File: src/hw/rmd_pkg.sv
/*
 rmd_pkg: register indices, field positions, bus answers and timing for the
 rail mask and discharge control bank.
 assumes a 100 MHz core clock and AXI4-Lite access with 32-bit data words.
*/
package rmd_pkg;
    // byte address of a register is four times its index
    localparam int RMD_ADDR_W = 12;
    localparam int RMD_IDX_W = 10;
    localparam logic [9:0] RMD_IDX_PG_MASK = 10'h0AC;
    localparam logic [9:0] RMD_IDX_TERM_DISCH = 10'h0AD;
    localparam logic [9:0] RMD_IDX_AUX_CTRL = 10'h0AE;
    localparam logic [9:0] RMD_IDX_STATUS = 10'h0AF;
    // mask bit per output one, two, three, four
    localparam int RMD_IN3_BIT [4] = '{7, 3, 1, 5};
    localparam int RMD_IN6_BIT [4] = '{6, 2, 0, 4};
    localparam int RMD_TERM_DISCH_BIT = 4;
    localparam int RMD_AUX_DISCH_HI = 7;
    localparam int RMD_AUX_DISCH_LO = 6;
    localparam int RMD_AUX_SDWN_BIT = 5;
    localparam int RMD_AUX_VID_HI = 4;
    localparam int RMD_AUX_VID_LO = 1;
    localparam int RMD_AUX_EN_BIT = 0;
    localparam logic [7:0] RMD_REG_RST = 8'h00;
    localparam logic [1:0] RMD_RESP_OKAY = 2'h0;
    localparam logic [1:0] RMD_RESP_SLVERR = 2'h2;
    localparam int RMD_CLK_PERIOD_NS = 10;
    localparam int RMD_NS_PER_MS = 1000000;
    localparam int RMD_CYCLES_PER_MS = RMD_NS_PER_MS / RMD_CLK_PERIOD_NS;
    // emergency off time in ms: 1, 5, 10, 100
    localparam logic [6:0] RMD_OFF_MS [4] = '{7'h01, 7'h05, 7'h0A, 7'h64};
endpackage : rmd_pkg

File: src/hw/rmd_regs.sv
/*
 rmd_regs: control pin power-good masks, termination discharge select and
 auxiliary rail control, reached over AXI4-Lite.
 assumes all pins are synchronous to core_clk and the factory defaults are
 stable at the otp_* ports when reset is released.
*/
`timescale 1ns/10ps
module rmd_regs
    import rmd_pkg::*;
#(
    parameter int CYCLES_PER_MS = RMD_CYCLES_PER_MS
)(
    // clock and reset
    input wire logic core_clk,
    input wire logic rst_n,
    // axi4-lite write
    input wire logic [RMD_ADDR_W-1:0] s_axi_awaddr,
    input wire logic s_axi_awvalid,
    output logic s_axi_awready,
    input wire logic [31:0] s_axi_wdata,
    input wire logic [3:0] s_axi_wstrb,
    input wire logic s_axi_wvalid,
    output logic s_axi_wready,
    output logic [1:0] s_axi_bresp,
    output logic s_axi_bvalid,
    input wire logic s_axi_bready,
    // axi4-lite read
    input wire logic [RMD_ADDR_W-1:0] s_axi_araddr,
    input wire logic s_axi_arvalid,
    output logic s_axi_arready,
    output logic [31:0] s_axi_rdata,
    output logic [1:0] s_axi_rresp,
    output logic s_axi_rvalid,
    input wire logic s_axi_rready,
    // factory configuration
    input wire logic [7:0] otp_pg_mask,
    input wire logic [7:0] otp_term_disch,
    input wire logic [7:0] otp_aux_ctrl,
    input wire logic [1:0] otp_off_sel,
    input wire logic otp_target_switch_two,
    input wire logic aux_in_sequence,
    input wire logic switches_merged,
    // power-good trees
    input wire logic [3:0] rail_pg_tree,
    input wire logic control_input_three,
    input wire logic control_input_six,
    output logic pg_output_one,
    output logic pg_output_two,
    output logic pg_output_three,
    output logic pg_output_four,
    // rail controls
    input wire logic emergency_shutdown,
    output logic termination_discharge_on,
    output logic [1:0] aux_discharge_sel,
    output logic [3:0] aux_voltage_code,
    output logic aux_regulator_on,
    output logic load_switch_two_on
);
    logic [7:0] ctl_pin_pg_mask_reg;
    logic [7:0] termination_discharge_ctrl_reg;
    logic [7:0] aux_rail_ctrl_reg;
    logic otp_loaded_reg;
    logic [3:0] pg_out_reg;
    logic aux_reg_on_reg, sw2_on_reg;
    logic [3:0] pg_calc;
    logic wr_en, wr_hit, rd_hit, off_busy;
    logic [RMD_IDX_W-1:0] wr_idx, rd_idx;
    logic [7:0] wr_data, rd_data, status_word;

    rmd_axil_slave u_bus (
        .core_clk(core_clk),
        .rst_n(rst_n),
        .s_axi_awaddr(s_axi_awaddr),
        .s_axi_awvalid(s_axi_awvalid),
        .s_axi_awready(s_axi_awready),
        .s_axi_wdata(s_axi_wdata),
        .s_axi_wstrb(s_axi_wstrb),
        .s_axi_wvalid(s_axi_wvalid),
        .s_axi_wready(s_axi_wready),
        .s_axi_bresp(s_axi_bresp),
        .s_axi_bvalid(s_axi_bvalid),
        .s_axi_bready(s_axi_bready),
        .s_axi_araddr(s_axi_araddr),
        .s_axi_arvalid(s_axi_arvalid),
        .s_axi_arready(s_axi_arready),
        .s_axi_rdata(s_axi_rdata),
        .s_axi_rresp(s_axi_rresp),
        .s_axi_rvalid(s_axi_rvalid),
        .s_axi_rready(s_axi_rready),
        .wr_en(wr_en),
        .wr_idx(wr_idx),
        .wr_data(wr_data),
        .wr_hit(wr_hit),
        .rd_idx(rd_idx),
        .rd_data(rd_data),
        .rd_hit(rd_hit)
    );

    // address decode
    wire wr_mask = wr_en && (wr_idx == RMD_IDX_PG_MASK);
    wire wr_term = wr_en && (wr_idx == RMD_IDX_TERM_DISCH);
    wire wr_aux = wr_en && (wr_idx == RMD_IDX_AUX_CTRL);
    // the status word is read-only; a write to it is answered and dropped
    assign wr_hit = (wr_idx >= RMD_IDX_PG_MASK) && (wr_idx <= RMD_IDX_STATUS);
    assign rd_hit = (rd_idx >= RMD_IDX_PG_MASK) && (rd_idx <= RMD_IDX_STATUS);
    assign status_word = {otp_loaded_reg, off_busy, sw2_on_reg, aux_reg_on_reg, pg_out_reg[3:0]};
    assign rd_data = (rd_idx == RMD_IDX_PG_MASK) ? ctl_pin_pg_mask_reg :
                     (rd_idx == RMD_IDX_TERM_DISCH) ? termination_discharge_ctrl_reg :
                     (rd_idx == RMD_IDX_AUX_CTRL) ? aux_rail_ctrl_reg :
                     (rd_idx == RMD_IDX_STATUS) ? status_word : 8'h00;

    // factory defaults are taken on the first edge after reset release,
    // since an async reset may only load constants
    wire otp_load = !otp_loaded_reg;

    always_ff @(posedge core_clk or negedge rst_n)
    begin
        if (!rst_n)
        begin
            otp_loaded_reg <= 1'b0;
            ctl_pin_pg_mask_reg <= RMD_REG_RST;
            termination_discharge_ctrl_reg <= RMD_REG_RST;
            aux_rail_ctrl_reg <= RMD_REG_RST;
        end
        else if (otp_load)
        begin
            otp_loaded_reg <= 1'b1;
            ctl_pin_pg_mask_reg <= otp_pg_mask;
            termination_discharge_ctrl_reg <= otp_term_disch;
            aux_rail_ctrl_reg <= otp_aux_ctrl;
        end
        else
        begin
            if (wr_mask)
                ctl_pin_pg_mask_reg <= wr_data;
            // reserved bits are stored as written
            if (wr_term)
                termination_discharge_ctrl_reg <= wr_data;
            if (wr_aux)
                aux_rail_ctrl_reg <= wr_data;
        end
    end

    // a mask bit of one forces its pin term true
    genvar g;
    for (g = 0; g < 4; g++)
    begin : g_tree
        assign pg_calc[g] = rail_pg_tree[g]
            & (control_input_three | ctl_pin_pg_mask_reg[RMD_IN3_BIT[g]])
            & (control_input_six | ctl_pin_pg_mask_reg[RMD_IN6_BIT[g]]);
    end

    // emergency shutdown and rail enables
    wire sdwn_bypass = aux_rail_ctrl_reg[RMD_AUX_SDWN_BIT];
    wire aux_en = aux_rail_ctrl_reg[RMD_AUX_EN_BIT];
    wire off_start = emergency_shutdown && !sdwn_bypass && otp_loaded_reg;
    wire sdwn_on_sw2 = aux_in_sequence && !switches_merged;
    // setting the bypass bit releases a running off period at once
    wire force_off = off_busy && !sdwn_bypass;
    wire force_sw2 = force_off && (sdwn_on_sw2 || otp_target_switch_two);
    wire force_reg = force_off && !sdwn_on_sw2 && !otp_target_switch_two;
    wire aux_reg_on_next = aux_en && !otp_target_switch_two && !force_reg;
    wire sw2_on_next = aux_en && otp_target_switch_two && !force_sw2;

    rmd_off_timer #(
        .CYCLES_PER_MS(CYCLES_PER_MS)
    ) u_off_timer (
        .core_clk(core_clk),
        .rst_n(rst_n),
        .start(off_start),
        .off_sel(otp_off_sel),
        .busy(off_busy)
    );

    always_ff @(posedge core_clk or negedge rst_n)
    begin
        if (!rst_n)
        begin
            pg_out_reg <= 4'h0;
            aux_reg_on_reg <= 1'b0;
            sw2_on_reg <= 1'b0;
        end
        else
        begin
            pg_out_reg <= pg_calc;
            aux_reg_on_reg <= aux_reg_on_next;
            sw2_on_reg <= sw2_on_next;
        end
    end

    assign pg_output_one = pg_out_reg[0];
    assign pg_output_two = pg_out_reg[1];
    assign pg_output_three = pg_out_reg[2];
    assign pg_output_four = pg_out_reg[3];
    assign termination_discharge_on = termination_discharge_ctrl_reg[RMD_TERM_DISCH_BIT];
    assign aux_discharge_sel = aux_rail_ctrl_reg[RMD_AUX_DISCH_HI:RMD_AUX_DISCH_LO];
    assign aux_voltage_code = aux_rail_ctrl_reg[RMD_AUX_VID_HI:RMD_AUX_VID_LO];
    assign aux_regulator_on = aux_reg_on_reg;
    assign load_switch_two_on = sw2_on_reg;

    logic pg_four_calc;
    assign pg_four_calc = pg_calc[3];
endmodule : rmd_regs

File: src/hw/rmd_off_timer.sv
/*
 rmd_off_timer: counts the emergency off time in whole milliseconds.
 assumes start is a one-cycle pulse; a new start restarts the count.
*/
`timescale 1ns/10ps
module rmd_off_timer
    import rmd_pkg::*;
#(
    parameter int CYCLES_PER_MS = RMD_CYCLES_PER_MS
)(
    // clock and reset
    input wire logic core_clk,
    input wire logic rst_n,
    // control
    input wire logic start,
    input wire logic [1:0] off_sel,
    output logic busy
);
    localparam int DIV_W = $clog2(CYCLES_PER_MS + 1);
    logic [DIV_W-1:0] div_reg;
    logic [6:0] ms_left_reg;
    logic busy_reg;
    wire ms_tick = busy_reg && (div_reg == DIV_W'(CYCLES_PER_MS - 1));
    wire last_ms = (ms_left_reg == 7'h01);

    always_ff @(posedge core_clk or negedge rst_n)
    begin
        if (!rst_n)
        begin
            div_reg <= '0;
            ms_left_reg <= 7'h00;
            busy_reg <= 1'b0;
        end
        else if (start)
        begin
            div_reg <= '0;
            ms_left_reg <= RMD_OFF_MS[off_sel];
            busy_reg <= 1'b1;
        end
        else if (ms_tick)
        begin
            div_reg <= '0;
            ms_left_reg <= ms_left_reg - 7'h01;
            busy_reg <= !last_ms;
        end
        else if (busy_reg)
            div_reg <= div_reg + DIV_W'(1);
    end

    assign busy = busy_reg;
endmodule : rmd_off_timer

File: src/hw/rmd_axil_slave.sv
/*
 rmd_axil_slave: AXI4-Lite slave front end for an 8-bit register bank.
 assumes the bank answers rd_data and the hit flags combinationally.
*/
`timescale 1ns/10ps
module rmd_axil_slave
    import rmd_pkg::*;
(
    // clock and reset
    input wire logic core_clk,
    input wire logic rst_n,
    // write channels
    input wire logic [RMD_ADDR_W-1:0] s_axi_awaddr,
    input wire logic s_axi_awvalid,
    output logic s_axi_awready,
    input wire logic [31:0] s_axi_wdata,
    input wire logic [3:0] s_axi_wstrb,
    input wire logic s_axi_wvalid,
    output logic s_axi_wready,
    output logic [1:0] s_axi_bresp,
    output logic s_axi_bvalid,
    input wire logic s_axi_bready,
    // read channels
    input wire logic [RMD_ADDR_W-1:0] s_axi_araddr,
    input wire logic s_axi_arvalid,
    output logic s_axi_arready,
    output logic [31:0] s_axi_rdata,
    output logic [1:0] s_axi_rresp,
    output logic s_axi_rvalid,
    input wire logic s_axi_rready,
    // bank side
    output logic wr_en,
    output logic [RMD_IDX_W-1:0] wr_idx,
    output logic [7:0] wr_data,
    input wire logic wr_hit,
    output logic [RMD_IDX_W-1:0] rd_idx,
    input wire logic [7:0] rd_data,
    input wire logic rd_hit
);
    logic aw_hold_reg, w_hold_reg, bvalid_reg, rvalid_reg;
    logic [RMD_IDX_W-1:0] awidx_reg;
    logic [7:0] wdata_reg;
    logic wstrb0_reg;
    logic [1:0] bresp_reg, rresp_reg;
    logic [7:0] rdata_reg;

    // address and data are taken in either order, one write in flight
    wire aw_take = s_axi_awvalid && s_axi_awready;
    wire w_take = s_axi_wvalid && s_axi_wready;
    wire wr_fire = aw_hold_reg && w_hold_reg && !bvalid_reg;
    wire ar_take = s_axi_arvalid && s_axi_arready;

    assign s_axi_awready = !aw_hold_reg && !bvalid_reg;
    assign s_axi_wready = !w_hold_reg && !bvalid_reg;
    assign s_axi_arready = !rvalid_reg;
    assign wr_idx = awidx_reg;
    assign wr_data = wdata_reg;
    // only the low byte lane carries register data
    assign wr_en = wr_fire && wstrb0_reg;
    assign rd_idx = s_axi_araddr[RMD_ADDR_W-1:2];

    always_ff @(posedge core_clk or negedge rst_n)
    begin
        if (!rst_n)
        begin
            aw_hold_reg <= 1'b0;
            w_hold_reg <= 1'b0;
            bvalid_reg <= 1'b0;
            awidx_reg <= '0;
            wdata_reg <= 8'h00;
            wstrb0_reg <= 1'b0;
            bresp_reg <= RMD_RESP_OKAY;
        end
        else
        begin
            if (aw_take)
                awidx_reg <= s_axi_awaddr[RMD_ADDR_W-1:2];
            if (w_take)
                wdata_reg <= s_axi_wdata[7:0];
            if (w_take)
                wstrb0_reg <= s_axi_wstrb[0];
            aw_hold_reg <= wr_fire ? 1'b0 : (aw_hold_reg || aw_take);
            w_hold_reg <= wr_fire ? 1'b0 : (w_hold_reg || w_take);
            if (wr_fire)
                bresp_reg <= wr_hit ? RMD_RESP_OKAY : RMD_RESP_SLVERR;
            bvalid_reg <= wr_fire || (bvalid_reg && !s_axi_bready);
        end
    end

    always_ff @(posedge core_clk or negedge rst_n)
    begin
        if (!rst_n)
        begin
            rvalid_reg <= 1'b0;
            rdata_reg <= 8'h00;
            rresp_reg <= RMD_RESP_OKAY;
        end
        else if (ar_take)
        begin
            rvalid_reg <= 1'b1;
            rdata_reg <= rd_hit ? rd_data : 8'h00;
            rresp_reg <= rd_hit ? RMD_RESP_OKAY : RMD_RESP_SLVERR;
        end
        else if (s_axi_rready)
            rvalid_reg <= 1'b0;
    end

    assign s_axi_bvalid = bvalid_reg;
    assign s_axi_bresp = bresp_reg;
    assign s_axi_rvalid = rvalid_reg;
    assign s_axi_rresp = rresp_reg;
    assign s_axi_rdata = {24'h000000, rdata_reg};
endmodule : rmd_axil_slave

File: config.mk
export PLATFORM = sky130hd
export DESIGN_NAME = rmd_regs
export DESIGN_NICKNAME = d
export VERILOG_FILES = /design/src/hw/rmd_pkg.sv /design/src/hw/rmd_regs.sv /design/src/hw/rmd_off_timer.sv /design/src/hw/rmd_axil_slave.sv
export SDC_FILE = /design/constraint.sdc
export NUM_CORES = 1
export LEC_CHECK = 0
export BUFFER_PORTS_ARGS = -buffer_cell sky130_fd_sc_hd__buf_2
export CORE_MARGIN = 5
export CORE_UTILIZATION = 50
export CTS_BUF_LIST = sky130_fd_sc_hd__clkbuf_4
export CTS_CLUSTER_SIZE = 28
export DETAILED_ROUTE_END_ITERATION = 10
export GPL_ROUTABILITY_DRIVEN = 0
export GPL_TIMING_DRIVEN = 0
export PLACE_DENSITY = 0.8
export SLEW_MARGIN = 20
export SYNTH_ARGS = -nofsm -noshare
export SYNTH_HDL_FRONTEND = slang
export SYNTH_SLANG_ARGS = --single-unit
File: constraint.sdc
create_clock -name core_clk -period 5.2 [get_ports core_clk]
set_clock_uncertainty 0.05 [all_clocks]
set_input_delay 0.52 -clock core_clk [delete_from_list [all_inputs] [get_ports core_clk]]
set_output_delay 0.52 -clock core_clk [all_outputs]
set_load 0.01 [all_outputs]
==> impl_metrics.yaml, run 1 <==
min_path:
  min_path_type: "input port to flip-flop"
clock_network:
  cts_max_level: 3
  cts_tree: "done"
  cts_setup_buffers: 0
  clk_path_buf_depth: 2
  path_clk_slew_ns: 0.15
  clockRootBuffer: "clkbuf_4"
  cts_made_buffers: 9
  clkSinkCount: 89
  ctsResizeCount: 0
  hold_buffers: 1
  clk-insertion-delay-late_ns: 0.44
logic_synthesis:
  synth_cell_types: 48
  yosys-top-cells-count: "dfrtp_1 (89), nor2_1 (55), mux2i_1 (34)"
  synth_area_leader_cell: "dfrtp_1"
  ys_seq_area_share_pct: 48.5
  synth-edff-count: 0
  netlist_instances: 437
  synth_area_leaders: "dfrtp_1 (49%), mux2i_1 (7.4%), buf_4 (5.2%), mux2_2 (4.7%), nor2_1 (4.5%)"
  yosysWarningCount: 0
  ys_ff_latch: 89
  netlist.area_leader.share_pct: 48.5
  syn_avg_cell_area_um2: 10.5
  netlist_area_mm2: 0.00459
  synth_most_common_cell: "dfrtp_1"
  synth_ff_type: "dfrtp_1"
  ys_async_sr_fraction_pct: 100
timing:
  tns_ns: 0
  max_freq_ghz: 0.387
  slew-limit-headroom_pct: 46.0
  finalCritPeriodShare_pct: 49.7
  finalSetupViolCount: 0
  whs_ns: 0.176
  hold_viol_final: 0
  min_period_ns: 2.58
  slew_viol_final: 0
  grt_setup_unrepaired: "no"
  tightest_slew_ns: 0.805
route:
  detail-route-antenna-nets: 0
  wl_per_cell_um: 15.9
  drc_errors: 0
  drtPass1Iterations: 4
  vias_per_cell: 5.28
  drt_wl_total_um: 10900
  drt_iter0_markers: 176
  vias: 3630
power_and_ir_drop:
  ir_worst_vdd_v: 0.000215
  p_total_uw: 1840
  powerDensity_mw_per_mm2: 335
  power_leakage_uw: 0.00255
global_route:
  grt_pass1_vias: 3704
  grt_pass1_wl_um: 18400
  grt_antenna_before_repair: 0
  overflow: 0
  track_usage_pct: 20.3
  grt_max_degree: 58
placed_design:
  portBuffers: 97
  place_hpwl_um: 8400
  placed_cell_area_mm2: 0.00534
final_layout:
  fin_area_mm2: 0.00549
  fin_nets: 678
  antennaDiodeCount: 0
  drive_gt1_share_pct: 33.3
  largest_register_ffs: 17
  area_growth_syn_to_layout_pct: 19.7
die:
  dieArea_mm2: 0.0112
  start_util_pct: 50.4
  rows: 35
  chipHeight_um: 106
  die_x_um: 106
  num_io_pins: 157
  core_area_mm2: 0.00911
worst_setup_path:
  path_max_fanout: 10
  path_class: "flip-flop to flip-flop"
  crit_arrival_ns: 2.86
  critPathCaptureType: "flip-flop"
  crit_path_max_incr_delay_ns: 0.67
  cp_cell_sequence: "nor4bb_1, nand4_1, o21ai_1, clkbuf_1, nor2_1"
  cp-start-kind: "flip-flop"
  cp_num_buf_inv: 1
  crit_slowest_cell: "o21ai_1"
  cp_top_family: "simple AND/OR/NAND/NOR gates"
  cp.required_ns: 5.48
flow_run:
  cap_viol_max_count: 0
outcome:
  status: "finished, final reports clean"
[layout by cell type, fill, tap and decap left out, drive strengths merged, types with 5 or more instances in the layout]
cell    count
nand2      13
nand4      11
conb       27
inv        10
nor4        6
or2         8
mux2i      34
buf       132
o21ai      10
a32o        8
dfrtp      89
nor2       55
nand3       8
and2        5
a21oi      41
mux2       19
xor2        9
clkbuf     29
nand4b      5
[per-stage QoR]
| stage | worst slack (ns) | util (%) | cells |
|---|---|---|---|
| after CTS | 2.60 | 60.3 | 688 |
| after global placement | 2.68 | 58.3 | 670 |
| final | 2.62 | 60.3 | 688 |
| after floorplan | 3.08 | - | 462 |
| after global routing | 2.34 | 60.3 | 688 |
| after detailed placement | 2.65 | 58.6 | 671 |
[per-layer routing]
layer	part of all wire (%)	wire, um	global-route usage (%)
met5	0	0	0
met4	1.4	151	6.38
met3	4.9	536	3.61
met2	50	5480	33.7
met1	44	4770	27.1
[cells by family after synthesis]
logic type / share of synthesized area [%]
buffers and inverters: 7.88
other: 0.164
flip-flops: 48.5
XOR/XNOR: 2.10
multiplexers: 12.1
AO/OA/AOI/OAI: 10.7
adder cells (fa/ha/maj): 0.818
AND/OR/NAND/NOR: 17.7
[final cells by class]
class / instances / area [um2]
Fill cell: 836 / 3620
Sequential cell: 89 / 2230
Multi-Input combinational cell: 311 / 2090
Timing Repair Buffer: 99 / 526
Buffer: 54 / 332
Tap cell: 111 / 139
Clock inverter: 7 / 78.8
Clock buffer: 9 / 67.6
Inverter: 8 / 30.0
[worst reg2reg max path, cell delays in order (launching register included)]
cell and delay, ns:
dfrtp_1 0.46, nor4bb_1 0.39, nand4_1 0.39, o21ai_1 0.67
clkbuf_1 0.41, nor2_1 0.10
[where the power goes]
| group | internal [uW] | switching, uW | leakage (uW) |
|---|---|---|---|
| Clock | 152 | 255 | 0.0000761 |
| Sequential | 833 | 132 | 0.00108 |
| Combinational | 239 | 228 | 0.00139 |
[path summary, 6_finish.rpt]
path | to | slack (ns) | cells past startpoint | startpoint
max reg2reg | u_off_timer.div_reg[3] | 2.62 | 5 | u_off_timer.div_reg[5]
min | aux_regulator_on | 0.18 | 2 | otp_target_switch_two
max in group asynchronous | u_bus.rdata_reg[2] | 3.94 | 3 | rst_n
min in group asynchronous | u_off_timer.ms_left_reg[1] | 0.51 | 2 | rst_n
min reg2reg | u_bus.rdata_reg[1] | 0.46 | 1 | u_bus.rdata_reg[1]
max | u_off_timer.div_reg[3] | 2.62 | 5 | u_off_timer.div_reg[5]
(Power assumes the default switching activity.)
==> inputs of run 2 (changes only) <==
--- a/config.mk
+++ b/config.mk
@@ -5,6 +5,7 @@
 export SDC_FILE = /design/constraint.sdc
 export NUM_CORES = 1
 export LEC_CHECK = 0
+export ABC_AREA = 1
 export BUFFER_PORTS_ARGS = -buffer_cell sky130_fd_sc_hd__buf_2
 export CORE_MARGIN = 5
 export CORE_UTILIZATION = 50
@@ -13,7 +14,7 @@
 export DETAILED_ROUTE_END_ITERATION = 10
 export GPL_ROUTABILITY_DRIVEN = 0
 export GPL_TIMING_DRIVEN = 0
-export PLACE_DENSITY = 0.8
+export PLACE_DENSITY = 0.79
 export SLEW_MARGIN = 20
 export SYNTH_ARGS = -nofsm -noshare
 export SYNTH_HDL_FRONTEND = slang
==> constraint.sdc (replaced) <==
create_clock -name core_clk -period 2.4 [get_ports core_clk]
set_clock_uncertainty 0.05 [all_clocks]
set_input_delay 0.24 -clock core_clk [delete_from_list [all_inputs] [get_ports core_clk]]
set_output_delay 0.24 -clock core_clk [all_outputs]
set_load 0.01 [all_outputs]
==> run 2 against run 1 <==
  * Worst hold slack lost 0.15 ns
  * Design area up 14%
  * Non-clock buffer count grew 24
  * Global-route usage grew 2.1 points
  * Highest routed layer unchanged
  * Setup slack got worse by 2.0 ns
  * Sequential power rose by 120%
  * Via count increased by 29%
==> impl_metrics.yaml, run 2 <==
outcome:
  status: "finished, final reports clean"
timing:
  tightest_slew_ns: 0.602
  min_period_ns: 1.81
  finalSetupViolCount: 0
  hold_viol_final: 0
  tns_ns: 0
  grt_setup_unrepaired: "no"
  finalCritPeriodShare_pct: 75.2
  max_freq_ghz: 0.554
  slew-limit-headroom_pct: 59.7
  slew_viol_final: 0
clock_network:
  cts_tree: "done"
  clk-insertion-delay-late_ns: 0.44
  path_clk_slew_ns: 0.15
  ctsResizeCount: 0
  clockRootBuffer: "clkbuf_4"
  cts_made_buffers: 9
  clk_path_buf_depth: 2
  cts_max_level: 3
  hold_buffers: 30
  clkSinkCount: 89
  cts_setup_buffers: 0
route:
  detail-route-antenna-nets: 0
  drtPass1Iterations: 5
  wl_per_cell_um: 14.0
  drc_errors: 0
  vias_per_cell: 5.06
  vias: 4699
  drt_wl_total_um: 13000
  drt_iter0_markers: 308
logic_synthesis:
  ys_async_sr_fraction_pct: 100
  yosysWarningCount: 0
  synth_ff_type: "dfrtp_1"
  muxShareOfSynthArea_pct: 2.96
  synth_adder_area_share_pct: 0.759
  netlist.area_leader.share_pct: 45.0
  netlist_area_mm2: 0.00495
  synth_most_common_cell: "nand2_1"
  synth_xor_area_share_pct: 0.708
  yosys-top-cells-count: "nand2_1 (176), dfrtp_1 (89), inv_1 (61)"
  synth_simple_gate_area_share_pct: 30.6
  synth-edff-count: 0
  ys_seq_area_share_pct: 45.0
  synth_area_leaders: "dfrtp_1 (45%), nand2_1 (13%), nand3_1 (5.9%), buf_4 (5.0%), inv_1 (4.6%)"
  netlist_instances: 625
  synth_top_family_by_area: "simple AND/OR/NAND/NOR gates"
  synth_area_leader_cell: "dfrtp_1"
  syn_avg_cell_area_um2: 7.92
  synth_compound_area_share_pct: 8.52
  ys_ff_latch: 89
  synth_cell_types: 35
min_path:
  hold_depth: 3
  min_to: "u_bus.wr_idx[6]"
  min_path_type: "input port to flip-flop"
  min_from: "s_axi_awaddr[8]"
placed_design:
  place_hpwl_um: 9580
  portBuffers: 99
worst_setup_path:
  path_max_fanout: 7
  cp.required_ns: 2.74
  cp_cell_sequence: "ha_1, inv_1, nor2_4, nand2_2, nor2_2, a21oi_1, and3_1"
  worstReg2RegStart: "u_off_timer.div_reg[0]"
  crit_path_max_incr_delay_ns: 0.47
  critPathCaptureType: "flip-flop"
  cp-start-kind: "flip-flop"
  rr_worst_depth: 7
  cp_top_family: "compound AO/OA/AOI/OAI gates"
  cp_num_buf_inv: 1
  r2r_setup_slack_ns: 0.59
  crit_arrival_ns: 2.14
  rr_endpoint: "u_off_timer.div_reg[9]"
  path_class: "flip-flop to flip-flop"
  crit_slowest_cell: "a21oi_1"
die:
  die_x_um: 109
  start_util_pct: 50.8
  dieArea_mm2: 0.0120
  core_area_mm2: 0.00973
  chipHeight_um: 109
  rows: 36
  num_io_pins: 157
final_layout:
  largest_register_ffs: 17
  mostFrequentLayoutCell: "nand2_1"
  layout_common_cells: "nand2_1 (176), buf_2 (102), dfrtp_1 (89), inv_1 (61), nand3_1 (58)"
  fin_nets: 898
  area_growth_syn_to_layout_pct: 26.2
  antennaDiodeCount: 0
  drive_gt1_share_pct: 25.9
power_and_ir_drop:
  powerDensity_mw_per_mm2: 756
  p_total_uw: 4720
  ir_worst_vdd_v: 0.000484
  power_leakage_uw: 0.00334
global_route:
  grt_max_degree: 56
  grt_pass1_vias: 4674
  grt_antenna_before_repair: 0
  overflow: 0
  track_usage_pct: 22.4
  grt_pass1_wl_um: 21400
flow_run:
  cap_viol_max_count: 0
==> run 2: changes by cell type in the layout (fill, tap and decap cells not counted), sizes merged, moves of 9 or more <==
cell,before,now
nand3,8,59
dlygate4sd3,1,31
nor2,55,67
nor3,4,13
a21oi,41,17
mux2i,34,0
inv,10,63
o21ai,10,29
clkbuf,29,15
nand2,13,187
==> run 2: routing by layer <==
layer  share of wire (%)  global-route usage [%]  up-vias
li1                    -                       -     2285
met1                  41                    29.2     2173
met2                  48                    37.3      214
met3                 8.8                    4.93       27
met4                 1.9                    7.03        0
met5                   0                       0        -
==> run 2: stage by stage <==
stage	hold WS (ns)	std cells	area [um2]	worst slack, ns	util [%]
final	0.0265	929	6240	0.595	64.2
after global routing	0.0405	929	6240	0.418	64.2
after CTS	0.000374	928	6230	0.561	64.1
after detailed placement	0.185	883	5730	0.574	58.9
after global placement	0.361	882	5700	0.265	58.6
after floorplan	-0.106	650	5040	0.905	-
==> run 2: worst register-to-register path, stage by stage (launching register included) <==
cell	delay, ns
dfrtp_1	0.43
ha_1	0.25
inv_1	0.14
nor2_4	0.07
nand2_2	0.07
nor2_2	0.05
a21oi_1	0.47
and3_1	0.25
==> run 2: how the worst max path moves through the flow <==
stage | from | to | cells past startpoint
after global routing | u_off_timer.div_reg[0] | u_off_timer.div_reg[9] | 7
after global placement | rst_n | u_bus.s_axi_rvalid | 1
after detailed placement | u_off_timer.div_reg[0] | u_off_timer.div_reg[9] | 7
after CTS | u_off_timer.div_reg[0] | u_off_timer.div_reg[9] | 7
final | u_off_timer.div_reg[0] | u_off_timer.div_reg[9] | 7
after floorplan | u_off_timer.div_reg[0] | u_off_timer.div_reg[9] | 7
==> run 2: cells by family after synthesis <==
kind of cell	count (synthesis)
AO/OA/AOI/OAI	67
flip-flops	89
XOR/XNOR	4
adder cells (fa/ha/maj)	3
other	2
AND/OR/NAND/NOR	338
multiplexers	13
buffers and inverters	109
==> run 2: layout make-up <==
cell class              count  area, um2
repair buffers            131        836
flip-flops and latches     89       2230
well taps                 133        166
fillers                   855       3490
plain buffers              46        324
clock inverters             6        131
inverters                  63        236
multi-input cells         452       2250
clock buffers               9       67.6
==> run 2: where the power goes <==
part	internal (uW)	switching, uW
Combinational	627	815
Clock	624	509
Sequential	1860	282
Total	3110	1610
